File: src/logic/cssb_pkg.sv
package cssb_pkg;

    // ==========================================================
    // Register offsets, bit 7 is the bank, low seven bits are the location.
    // ==========================================================
    localparam logic [7:0] CSSB_OFS_PIR   = 8'h0C;
    localparam logic [7:0] CSSB_OFS_CMP   = 8'h1F;
    localparam logic [7:0] CSSB_OFS_IND   = 8'h80;
    localparam logic [7:0] CSSB_OFS_OPT   = 8'h81;
    localparam logic [7:0] CSSB_OFS_PCLO  = 8'h82;
    localparam logic [7:0] CSSB_OFS_STAT  = 8'h83;
    localparam logic [7:0] CSSB_OFS_PTR   = 8'h84;
    localparam logic [7:0] CSSB_OFS_TRA   = 8'h85;
    localparam logic [7:0] CSSB_OFS_TRB   = 8'h86;
    localparam logic [7:0] CSSB_OFS_PCH   = 8'h8A;
    localparam logic [7:0] CSSB_OFS_ICTL  = 8'h8B;
    localparam logic [7:0] CSSB_OFS_PIE   = 8'h8C;
    localparam logic [7:0] CSSB_OFS_PRC   = 8'h8E;
    localparam logic [7:0] CSSB_OFS_EEP   = 8'h90;
    localparam logic [7:0] CSSB_OFS_VREF  = 8'h9F;

    // ==========================================================
    // Status bit positions.
    // ==========================================================
    localparam int CSSB_ST_C   = 0;
    localparam int CSSB_ST_DCRY = 1;
    localparam int CSSB_ST_Z    = 2;
    localparam int CSSB_ST_PWDN = 3;
    localparam int CSSB_ST_TOUT = 4;
    localparam int CSSB_ST_BK  = 5;

    // ==========================================================
    // Implemented bit masks.
    // ==========================================================
    localparam logic [7:0] CSSB_MSK_PIR  = 8'h40;
    localparam logic [7:0] CSSB_MSK_CMP  = 8'hCF;
    localparam logic [7:0] CSSB_MSK_TRA  = 8'h1F;
    localparam logic [7:0] CSSB_MSK_PCH  = 8'h1F;
    localparam logic [7:0] CSSB_MSK_PRC  = 8'h03;
    localparam logic [7:0] CSSB_MSK_EEP  = 8'h07;
    localparam logic [7:0] CSSB_MSK_VREF = 8'hEF;

    // ==========================================================
    // Reset values.
    // ==========================================================
    localparam logic [7:0] CSSB_RST_ZERO = 8'h00;
    localparam logic [7:0] CSSB_RST_OPT  = 8'hFF;
    localparam logic [7:0] CSSB_RST_TRA  = 8'h1F;
    localparam logic [7:0] CSSB_RST_TRB  = 8'hFF;
    localparam logic [7:0] CSSB_RST_EEP  = 8'h07;
    localparam logic [7:0] CSSB_RST_STAT = 8'h18;

    // ==========================================================
    // Unused slot count; the bank builds 13 plain register slots plus status.
    // ==========================================================
    localparam int CSSB_NSLOT = 16;

endpackage

File: src/logic/cssb_core_status_sfr_bank.sv
`timescale 1ns/1ps
module cssb_core_status_sfr_bank (
    // Clock and reset
    input  wire logic       i_clk,
    input  wire logic       i_nrst,
    // Reset causes, power-up is i_nrst
    input  wire logic       i_soft_rst,
    input  wire logic       i_wdt_timeout,
    // Datapath access
    input  wire logic [6:0] i_addr,
    input  wire logic       i_rd,
    input  wire logic       i_we,
    input  wire logic [7:0] i_wdata,
    // Instruction class
    input  wire logic       i_clear_file_instr,
    input  wire logic       i_watchdog_clear_instr,
    input  wire logic       i_sleep_instr,
    // ALU flag results
    input  wire logic       i_flag_we,
    input  wire logic       i_alu_sub,
    input  wire logic       i_alu_zero,
    input  wire logic       i_alu_dcarry,
    input  wire logic       i_alu_carry,
    input  wire logic       i_z_only,
    // Read side
    output logic      [7:0] o_rdata,
    // Status outputs
    output logic      [7:0] o_status,
    output logic            o_bank_select_bit,
    output logic      [7:0] o_indirect_pointer,
    output logic      [7:0] o_pc_low,
    output logic      [7:0] o_pch,
    output logic      [7:0] o_option
);

    // ==========================================================
    // Address decode with bank select.
    // ==========================================================
    logic [7:0] full_addr;
    logic [7:0] st_q;
    logic [7:0] st_d;
    logic [7:0] rd_d;

    assign full_addr = {st_q[cssb_pkg::CSSB_ST_BK], i_addr};

    // Slots: 0 pir 1 cmp 2 opt 3 pclo 4 ptr 5 tra 6 trb 7 pch
    // 8 ictl 9 pie 10 prc 11 eep 12 vref.
    logic [12:0] slot_we;
    logic [7:0]  slot_q [13];
    logic        mir;

    // Locations 0x02-0x04, 0x0A, 0x0B exist in both banks.
    assign mir = (i_addr == 7'h02) || (i_addr == 7'h03) || (i_addr == 7'h04)
              || (i_addr == 7'h0A) || (i_addr == 7'h0B);

    logic [7:0] eff;
    assign eff = mir ? {1'b1, i_addr} : full_addr;

    always_comb begin
        slot_we = '0;
        if (i_we) begin
            case (eff)
                cssb_pkg::CSSB_OFS_PIR:  slot_we[0]  = 1'b1;
                cssb_pkg::CSSB_OFS_CMP:  slot_we[1]  = 1'b1;
                cssb_pkg::CSSB_OFS_OPT:  slot_we[2]  = 1'b1;
                cssb_pkg::CSSB_OFS_PCLO: slot_we[3]  = 1'b1;
                cssb_pkg::CSSB_OFS_PTR:  slot_we[4]  = 1'b1;
                cssb_pkg::CSSB_OFS_TRA:  slot_we[5]  = 1'b1;
                cssb_pkg::CSSB_OFS_TRB:  slot_we[6]  = 1'b1;
                cssb_pkg::CSSB_OFS_PCH:  slot_we[7]  = 1'b1;
                cssb_pkg::CSSB_OFS_ICTL: slot_we[8]  = 1'b1;
                cssb_pkg::CSSB_OFS_PIE:  slot_we[9]  = 1'b1;
                cssb_pkg::CSSB_OFS_PRC:  slot_we[10] = 1'b1;
                cssb_pkg::CSSB_OFS_EEP:  slot_we[11] = 1'b1;
                cssb_pkg::CSSB_OFS_VREF: slot_we[12] = 1'b1;
                default:                 slot_we     = '0;
            endcase
        end
    end

    // ==========================================================
    // Plain registers.
    // ==========================================================
    localparam logic [7:0] RSTV [13] = '{8'h00, 8'h00, 8'hFF, 8'h00, 8'h00, 8'h1F, 8'hFF,
                                         8'h00, 8'h00, 8'h00, 8'h00, 8'h07, 8'h00};
    localparam logic [7:0] MSKV [13] = '{8'h40, 8'hCF, 8'hFF, 8'hFF, 8'hFF, 8'h1F, 8'hFF,
                                         8'h1F, 8'hFF, 8'h40, 8'h03, 8'h07, 8'hEF};

    // Pointer and reset-cause bits survive a non-power-up reset, and interrupt
    // control keeps only its lowest bit; clearing them would lose live state.
    localparam logic [12:0] SOFT_KEEP = 13'h0510;
    localparam logic [12:0] SOFT_FILL = 13'h0100;

    genvar g;
    generate
        for (g = 0; g < 13; g++) begin : g_slot
            logic       srst_g;
            logic       fill_g;
            logic       wen_g;
            logic [7:0] wd_g;

            assign srst_g = i_soft_rst && !SOFT_KEEP[g];
            assign fill_g = i_soft_rst && SOFT_FILL[g];
            assign wen_g  = fill_g || (slot_we[g] && !i_soft_rst);
            assign wd_g   = fill_g ? {7'h00, slot_q[g][0]} : i_wdata;
            cssb_reg8 #(
                .RST  (RSTV[g]),
                .MASK (MSKV[g])
            ) u_reg (
                .i_clk      (i_clk),
                .i_nrst     (i_nrst),
                .i_soft_rst (srst_g),
                .i_we       (wen_g),
                .i_wdata    (wd_g),
                .o_q        (slot_q[g])
            );
        end
    endgenerate

    // ==========================================================
    // Status register.
    // ==========================================================
    logic st_hit;
    assign st_hit = i_we && (i_addr == 7'h03);

    always_comb begin
        st_d = st_q;
        if (st_hit) begin
            if (i_clear_file_instr) begin
                st_d[7:5] = 3'h0;
                st_d[cssb_pkg::CSSB_ST_Z] = 1'b1;
            end else begin
                st_d[7:5] = i_wdata[7:5];
                st_d[2:0] = i_wdata[2:0];
            end
        end
        if (i_flag_we && !i_clear_file_instr) begin
            // Flag results win over a data write to status.
            st_d[cssb_pkg::CSSB_ST_Z] = i_alu_zero;
            if (!i_z_only) begin
                st_d[cssb_pkg::CSSB_ST_DCRY] = i_alu_sub ? ~i_alu_dcarry : i_alu_dcarry;
                st_d[cssb_pkg::CSSB_ST_C]  = i_alu_sub ? ~i_alu_carry  : i_alu_carry;
            end
        end
        // Timeout and power-down only move on hardware events.
        if (i_watchdog_clear_instr) begin
            st_d[cssb_pkg::CSSB_ST_TOUT] = 1'b1;
            st_d[cssb_pkg::CSSB_ST_PWDN] = 1'b1;
        end
        if (i_sleep_instr) begin
            st_d[cssb_pkg::CSSB_ST_TOUT] = 1'b1;
            st_d[cssb_pkg::CSSB_ST_PWDN] = 1'b0;
        end
        if (i_wdt_timeout) begin
            st_d[cssb_pkg::CSSB_ST_TOUT] = 1'b0;
        end
    end

    always_ff @(posedge i_clk or negedge i_nrst) begin
        if (!i_nrst) begin
            st_q <= cssb_pkg::CSSB_RST_STAT;
        end else if (i_soft_rst) begin
            st_q <= {3'h0, st_d[4:0]};
        end else begin
            st_q <= st_d;
        end
    end

    // ==========================================================
    // Read path, registered.
    // ==========================================================
    // Reads land in a register so the datapath always sees a settled byte;
    // the price is one cycle of latency on every read.
    always_comb begin
        case (eff)
            cssb_pkg::CSSB_OFS_PIR:  rd_d = slot_q[0];
            cssb_pkg::CSSB_OFS_CMP:  rd_d = slot_q[1];
            cssb_pkg::CSSB_OFS_OPT:  rd_d = slot_q[2];
            cssb_pkg::CSSB_OFS_PCLO: rd_d = slot_q[3];
            cssb_pkg::CSSB_OFS_STAT: rd_d = st_q;
            cssb_pkg::CSSB_OFS_PTR:  rd_d = slot_q[4];
            cssb_pkg::CSSB_OFS_TRA:  rd_d = slot_q[5];
            cssb_pkg::CSSB_OFS_TRB:  rd_d = slot_q[6];
            cssb_pkg::CSSB_OFS_PCH:  rd_d = slot_q[7];
            cssb_pkg::CSSB_OFS_ICTL: rd_d = slot_q[8];
            cssb_pkg::CSSB_OFS_PIE:  rd_d = slot_q[9];
            cssb_pkg::CSSB_OFS_PRC:  rd_d = slot_q[10];
            cssb_pkg::CSSB_OFS_EEP:  rd_d = slot_q[11];
            cssb_pkg::CSSB_OFS_VREF: rd_d = slot_q[12];
            default:                 rd_d = 8'h00;
        endcase
    end

    always_ff @(posedge i_clk or negedge i_nrst) begin
        if (!i_nrst) begin
            o_rdata <= 8'h00;
        end else if (i_rd) begin
            o_rdata <= rd_d;
        end
    end

    // The copies lag the internal state by one cycle so every output leaves a flip-flop.
    always_ff @(posedge i_clk or negedge i_nrst) begin
        if (!i_nrst) begin
            o_status           <= cssb_pkg::CSSB_RST_STAT;
            o_bank_select_bit  <= 1'b0;
            o_indirect_pointer <= 8'h00;
            o_pc_low           <= 8'h00;
            o_pch              <= 8'h00;
            o_option           <= cssb_pkg::CSSB_RST_OPT;
        end else begin
            o_status           <= st_q;
            o_bank_select_bit  <= st_q[cssb_pkg::CSSB_ST_BK];
            o_indirect_pointer <= slot_q[4];
            o_pc_low           <= slot_q[3];
            o_pch              <= slot_q[7];
            o_option           <= slot_q[2];
        end
    end
endmodule

File: src/logic/cssb_reg8.sv
`timescale 1ns/1ps
module cssb_reg8 #(
    parameter logic [7:0] RST  = 8'h00,
    parameter logic [7:0] MASK = 8'hFF
) (
    // Clock and reset
    input  wire logic       i_clk,
    input  wire logic       i_nrst,
    // Reset kind
    input  wire logic       i_soft_rst,
    // Write side
    input  wire logic       i_we,
    input  wire logic [7:0] i_wdata,
    // Stored value
    output logic      [7:0] o_q
);

    // ==========================================================
    // One masked register; unimplemented bits stay zero.
    // ==========================================================
    always_ff @(posedge i_clk or negedge i_nrst) begin
        if (!i_nrst) begin
            o_q <= RST & MASK;
        end else if (i_soft_rst) begin
            o_q <= RST & MASK;
        end else if (i_we) begin
            o_q <= i_wdata & MASK;
        end
    end

endmodule

File: config.mk
export PLATFORM = sky130hd
export DESIGN_NAME = cssb_core_status_sfr_bank
export DESIGN_NICKNAME = d
export VERILOG_FILES = /design/src/logic/cssb_pkg.sv /design/src/logic/cssb_core_status_sfr_bank.sv /design/src/logic/cssb_reg8.sv
export SDC_FILE = /design/constraint.sdc
export NUM_CORES = 1
export LEC_CHECK = 0
export BUFFER_PORTS_ARGS = -buffer_cell sky130_fd_sc_hd__buf_2
export CAP_MARGIN = 20
export CORE_ASPECT_RATIO = 2
export CORE_MARGIN = 1
export CORE_UTILIZATION = 54
export DETAILED_ROUTE_END_ITERATION = 10
export GPL_ROUTABILITY_DRIVEN = 0
export HOLD_SLACK_MARGIN = 0.05
export PLACE_DENSITY = 0.82
export SLEW_MARGIN = 10
export SYNTH_ARGS = -nofsm -noshare
export SYNTH_HDL_FRONTEND = slang
export SYNTH_SLANG_ARGS = --single-unit
File: constraint.sdc
create_clock -name i_clk -period 3 [get_ports i_clk]
set_clock_uncertainty 0.2 [all_clocks]
set_input_delay 0.6 -clock i_clk [delete_from_list [all_inputs] [get_ports i_clk]]
set_output_delay 0.6 -clock i_clk [all_outputs]
set_load 0.02 [all_outputs]
==> impl_metrics.py, run 1 <==
metrics = {
    "pwr": {
        "ir_worst_vdd_mv": 0.4245,
        "p_leak_uw": 0.003067,
        "fin_total_pwr_uw": 3908,
        "powerDensity_mw_per_mm2": 581.8,
    },
    "timing": {
        "rsz0062_at_grt": "false",
        "setup_violations": 0,
        "period_minus_slack_ns": 2.259,
        "min_period_over_period": 0.7529,
        "setup-tns-final_ns": 0,
        "fmax_mhz": 442.7,
        "tightest_slew_ns": 0.6056,
        "hold_viol": 0,
        "slew-limit-headroom": 0.5962,
        "slew_viol_final": 0,
    },
    "clocking": {
        "cts.sinks": 123,
        "numCtsBuffers": 17,
        "htreeDepth": 4,
        "cts_root_buffer": "clkbuf_16",
        "cts_tree": "done",
        "path_clk_slew_ns": 0.05,
        "cts_buffer_depth": 2,
        "cts_resized": 0,
        "clock_latency_ns": 0.41,
    },
    "synth": {
        "ys_ff_latch": 123,
        "synth-compound-area-share": 0.1324,
        "syn_area_per_cell_um2": 11.15,
        "syn_inst": 500,
        "yosys.cell_types.count": 57,
        "synth_area_mm2": 0.005574,
        "synth_top_family_by_area": "simple AND/OR/NAND/NOR gates",
        "yosys_most_used_dff": "dfrtp_1",
        "async_reset_ff_frac": 1.000,
        "synth-xor-area-share": 0.003143,
        "synthSimpleGateAreaFrac": 0.1623,
        "synth_fa_ha_area_frac": 0,
        "synth_seq_area_share": 0.5603,
        "yosysWarnings": 0,
        "muxShareOfSynthArea": 0.1017,
        "synth-edff-count": 0,
    },
    "worst_hold_path": {
        "hold_depth": 2,
        "hp-class": "in2reg",
    },
    "route": {
        "vias": 4385,
        "drtIter0Drc": 345,
        "viasPerCell": 5.990,
        "drcViolationCount": 0,
        "routed_wl_um": 14720,
        "dr.pass1.iters": 6,
        "antenna_left": 0,
        "wl_per_cell_um": 20.10,
    },
    "critical_path": {
        "worstSetupStartpointType": "primary input",
        "r2r_setup_slack_ns": 0.85,
        "endpoint_kind": "flop",
        "cp_slowest_stage_delay_ns": 0.68,
        "critPathArrivalTime_ns": 2.35,
        "crit_type": "in2reg",
        "cp_max_fo": 5,
        "cp_cell_sequence": "buf_2, or4b_1, a31o_2, nor4_4, mux2_2",
        "required_ns": 3.09,
        "r2r_cells": 5,
        "crit_slowest_cell": "or4b_1",
    },
    "run": {
        "drv_cap": 0,
    },
    "global_route": {
        "grt_pass1_wl_um": 23650,
        "grt_max_degree": 49,
        "grt_use_total": 0.3044,
        "antenna_found_initial": 0,
        "overflow": 0,
        "grt_pass1_vias": 4473,
    },
    "die": {
        "die_w_um": 73.84,
        "die_h_um": 145.7,
        "rows": 52,
        "start_util": 0.5527,
        "io_pins": 79,
        "core-area_mm2": 0.01008,
        "dieArea_mm2": 0.01076,
    },
    "place": {
        "port_buffers": 75,
        "hpwl_um": 10290,
    },
    "finish": {
        "diodes": 0,
        "drive_above_1_share": 0.3183,
        "area_growth_pct": 20.49,
        "fin_nets": 614,
    },
    "status": {
        "status": "finished, final reports clean",
    },
}
[synthesized netlist by cell type (12+ instances only)]
library cell / instances / area, um2
mux2i_1: 42 / 420.4
nor2b_1: 13 / 81.33
a22oi_1: 12 / 90.09
mux2_2: 13 / 146.4
inv_1: 12 / 45.04
dfrtp_1: 87 / 2177
a21oi_1: 21 / 105.1
nor2_1: 74 / 277.8
clkbuf_1: 20 / 75.07
a211o_1: 24 / 210.2
nand2_1: 24 / 90.09
nand3_1: 15 / 75.07
dfstp_2: 36 / 945.9
[flip-flops by register name, indices dropped and copies added, names as in the netlist]
signal              cells
g_slot.u_reg.o_q       70
o_indirect_pointer      8
st_q                    8
o_pc_low                8
o_status                8
o_pch                   5
o_option                8
o_rdata                 8
[metrics by stage]
step           instance area (um2)  worst slack, ns  utilization  cells  hold slack (ns)
2_1_floorplan                 5582           0.5654            -    502           0.1044
3_3_place_gp                  6151           0.4067       0.6099    699           0.1661
3_5_place_dp                  6151           0.3377       0.6099    699           0.1705
4_1_cts                       6716           0.7700       0.6660    732          0.09556
5_1_grt                       6716           0.6192       0.6660    732          0.09448
6_report                      6716           0.7412       0.6660    732           0.1112
[metal layers]
| layer | vias to the layer above | track usage | wire [um] |
|---|---|---|---|
| met2 | 234 | 0.4890 | 7572 |
| met4 | 0 | 0.2288 | 1104 |
| met3 | 69 | 0.07202 | 884 |
| met1 | 2139 | 0.3387 | 5153 |
| met5 | - | 0 | 0 |
| li1 | 1943 | - | - |
[final timing paths]
kind | endpoint | from
worst max register to register | o_rdata[0] | st_q[5]
worst min-delay path | st_q[4] | i_wdt_timeout
min in group asynchronous | o_status[0] | i_nrst
worst max-delay path | g_slot[10].u_reg.o_q[1] | i_addr[4]
max in group asynchronous | o_indirect_pointer[0] | i_nrst
worst min register to register | o_option[6] | g_slot[2].u_reg.o_q[6]
[report_power, final]
part | switching, uW | internal, uW
Sequential | 23.9 | 1700
Clock | 691 | 1190
Combinational | 207 | 94.1
Total | 922 | 2990
[area by class of cell]
cell class	count	area [um2]
multi-input cells	331	2238
well taps	135	168.9
clock buffers	25	518.0
clock inverters	7	37.54
repair buffers	99	585.6
inverters	12	45.04
fillers	729	3368
flip-flops and latches	123	3123
[logic make-up (layout without fill, tap and decap cells)]
logic type,after synthesis,count (layout)
compound gates,100,100
xor+xnor,2,2
buf+inv,48,143
flops,123,123
mux,55,55
other cells,1,3
simple gates,171,171
[layout by cell type (no fill, tap or decap), types with 3 or more instances in the layout]
cell and instances:
buf_4 22, nand4_1 4, a21oi_1 21, dfstp_2 36, nand2b_1 6, and3_1 3, dfrtp_1 87, nand2_1 24
nor2_1 74, a211o_1 24, a22o_1 3, clkbuf_1 4, nor3_1 5, inv_1 12, nor3b_1 7, or2_2 3
o21ai_0 9, o22ai_1 4, mux2_2 13, nor2b_1 13, nand3_1 15, clkinv_2 6, conb_1 3, a22oi_1 12
mux2i_1 42, a31oi_1 6, buf_2 74, clkbuf_16 19, and4b_1 3
[worst max-delay path, delay by kind of cell]
family | cells | cell delay (ns)
AO/OA/AOI/OAI | 1 | 0.30
multiplexers | 1 | 0.38
buffers and inverters | 1 | 0.12
AND/OR/NAND/NOR | 2 | 0.95
[repair_timing]
action | in CTS | in global routing
hold endpoints to repair | 37 | 0
setup buffers | 0 | 0
hold buffers | 1 | 0
Power figures use the tool's default switching activity.
==> run 2, diff against run 1 <==
- ABC_AREA: not set -> 1
- CORE_UTILIZATION: 54 -> 51
- PLACE_DENSITY: 0.82 -> 0.81
- clock period: 3 -> 1.8 ns (I/O delays scaled with it)
==> impl_metrics.py, run 2 <==
metrics = {
    "synth": {
        "synth_common_cells": "nand2_1 (142), dfrtp_1 (87), nor2_1 (78)",
        "synth-xor-area-share": 0.003286,
        "yosys_most_used_dff": "dfrtp_1",
        "yosys.cell_types.count": 38,
        "netlist.area_leader.share": 0.4084,
        "synth_seq_area_share": 0.5858,
        "synth_fa_ha_area_frac": 0,
        "ys_ff_latch": 123,
        "async_reset_ff_frac": 1.000,
        "syn_inst": 592,
        "synth_area_leaders": "dfrtp_1 (41%), dfstp_2 (18%), nand2_1 (10%)",
        "synth_area_mm2": 0.005331,
        "synth-edff-count": 0,
        "yosysTopAreaCell": "dfrtp_1",
        "syn_area_per_cell_um2": 9.006,
        "synth_top_family_by_area": "simple AND/OR/NAND/NOR gates",
        "synth-compound-area-share": 0.1004,
        "yosysWarnings": 0,
        "yosysMostFrequentCell": "nand2_1",
        "synthSimpleGateAreaFrac": 0.2438,
        "muxShareOfSynthArea": 0,
    },
    "global_route": {
        "grt_use_total": 0.3531,
        "grt_pass1_vias": 5107,
        "overflow": 0,
        "grt_max_degree": 56,
        "antenna_found_initial": 0,
        "grt_pass1_wl_um": 27090,
    },
    "route": {
        "vias": 5095,
        "routed_wl_um": 17770,
        "top_layer_used": "met4",
        "wl_met3_um": 1524,
        "dr.pass1.iters": 11,
        "wl_per_cell_um": 20.06,
        "antenna_left": 0,
        "met1_length_um": 5463,
        "wl_met2_um": 8811,
        "drcViolationCount": 2,
        "drtIter0Drc": 690,
        "viasPerCell": 5.751,
    },
    "status": {
        "status": "complete, but fails checks",
        "violations": "DRC",
    },
    "place": {
        "port_buffers": 75,
        "place_area_mm2": 0.006294,
        "hpwl_um": 11960,
    },
    "finish": {
        "layout.cells.most_common": "nand2_1",
        "fin_nets": 768,
        "largest_register_ffs": 70,
        "largest-register": "g_slot.u_reg.o_q",
        "mostFrequentLayoutCells": "nand2_1 (137), dfrtp_1 (86), buf_2 (75)",
        "area_growth_pct": 32.32,
        "diodes": 0,
        "drive_above_1_share": 0.3342,
        "design_area_mm2": 0.007054,
    },
    "clocking": {
        "numCtsBuffers": 17,
        "cts_buffer_depth": 2,
        "cts_tree": "done",
        "path_clk_slew_ns": 0.06,
        "htreeDepth": 4,
        "cts_root_buffer": "clkbuf_16",
        "clock_latency_ns": 0.43,
        "cts.sinks": 123,
    },
    "die": {
        "die_w_um": 74.30,
        "core-area_mm2": 0.01015,
        "dieArea_mm2": 0.01089,
        "die_h_um": 146.6,
        "start_util": 0.5253,
        "io_pins": 79,
        "rows": 52,
    },
    "pwr": {
        "p_leak_uw": 0.003523,
        "ir_worst_vdd_mv": 0.8680,
        "fin_total_pwr_uw": 7390,
        "powerDensity_mw_per_mm2": 1048,
    },
    "timing": {
        "rsz0062_at_grt": "true",
        "slew_viol_final": 0,
        "hold_viol": 0,
        "period_minus_slack_ns": 1.796,
        "fmax_mhz": 556.7,
        "min_period_over_period": 0.9979,
        "setup_violations": 0,
    },
    "critical_path": {
        "cp_max_fo": 6,
        "endpoint_kind": "flop",
        "required_ns": 1.97,
        "critPathArrivalTime_ns": 1.96,
        "worstSetupStartpointType": "primary input",
        "crit_type": "in2reg",
    },
    "run": {
        "drv_cap": 0,
    },
    "worst_hold_path": {
        "hp-class": "in2reg",
    },
}
-- run 2: cell count changes in the layout (fill, tap and decap cells not counted), moves of 11 or more --
cell	change
nand3_1	+11
a211o_1	-24
nand2_1	+113
a22oi_1	-12
inv_1	+36
mux2_2	-13
o21ai_0	+26
buf_4	+33
mux2i_1	-42
o21ai_1	+17
nor2b_1	-13
nand4_1	+16
-- run 2: final cells by class --
| cell class | instances | area, um2 |
|---|---|---|
| Clock buffer | 22 | 444.2 |
| Clock inverter | 10 | 165.2 |
| Fill cell | 740 | 3095 |
| Inverter | 59 | 224.0 |
| Multi-Input combinational cell | 393 | 1947 |
| Sequential cell | 123 | 3124 |
| Tap cell | 135 | 168.9 |
| Timing Repair Buffer | 144 | 980.9 |
-- run 2: per-stage QoR --
stage / utilization / setup TNS (ns) / hold WS, ns / setup slack [ns] / instances
6_report: 0.6950 / 0 / 0.06548 / 0.003813 / 886
5_1_grt: 0.6950 / -0.1074 / 0.09104 / -0.02779 / 886
4_1_cts: 0.6876 / 0 / 0.06487 / 0.0009190 / 882
3_5_place_dp: 0.6201 / -18.33 / 0.07671 / -0.4099 / 843
3_3_place_gp: 0.6201 / -13.80 / 0.06981 / -0.2816 / 843
2_1_floorplan: - / -0.01229 / -0.1356 / -0.01229 / 594
-- run 2: critical path, stage by stage --
cell and delay (ns):
buf_2 0.16, nand2_1 0.10, inv_2 0.07, nand2_2 0.07
nor2_4 0.16, nor2_4 0.08, nand2_2 0.15, nand3_2 0.15
buf_4 0.18, o21ai_0 0.20, nor2_1 0.09, nand2_1 0.07
nand2_1 0.05, nand2_1 0.07
-- run 2: worst paths after layout --
check,to,cells after the start,start,slack [ns]
max in group asynchronous,g_slot[2].u_reg.o_q[4],3,i_nrst,0.56
worst max-delay path,o_rdata[3],14,i_addr[1],0.004
worst min register to register,o_option[5],0,g_slot[2].u_reg.o_q[5],0.17
worst max register to register,o_rdata[3],9,st_q[5],0.01
worst min-delay path,g_slot[4].u_reg.o_q[5],3,i_wdata[5],0.07
min in group asynchronous,g_slot[3].u_reg.o_q[0],2,i_nrst,0.20
-- run 2: layer usage --
metal / global-route usage / vias up
met4: 0.3123 / 0
met1: 0.3610 / 2359
met5: 0 / -
met2: 0.5709 / 382
met3: 0.08903 / 145
li1: - / 2209
-- run 2: logic make-up (layout without fill, tap and decap cells) --
group                     Yosys count  after routing
and+or+nand+nor                   294            295
DFF                               123            123
buffers and inverters              79            235
xor gates and xnor gates            2              2
other                               1              3
AOI/OAI and AO/OA                  93             93
-- run 2: what timing repair did --
action	4_1_cts	5_1_grt
setup endpoints to repair	4	43
hold endpoints to repair	90	0
hold buffers	7	0
gates resized for setup	3	16
cloned	0	2
pin swaps	0	8
setup buffers	0	2
-- run 2: report_power, final --
part           switching (uW)  internal [uW]  leakage (uW)
logic                     464            231       0.00171
clock network            1250           2320      0.000285
registers                 126           3000       0.00152
total                    1840           5550       0.00352
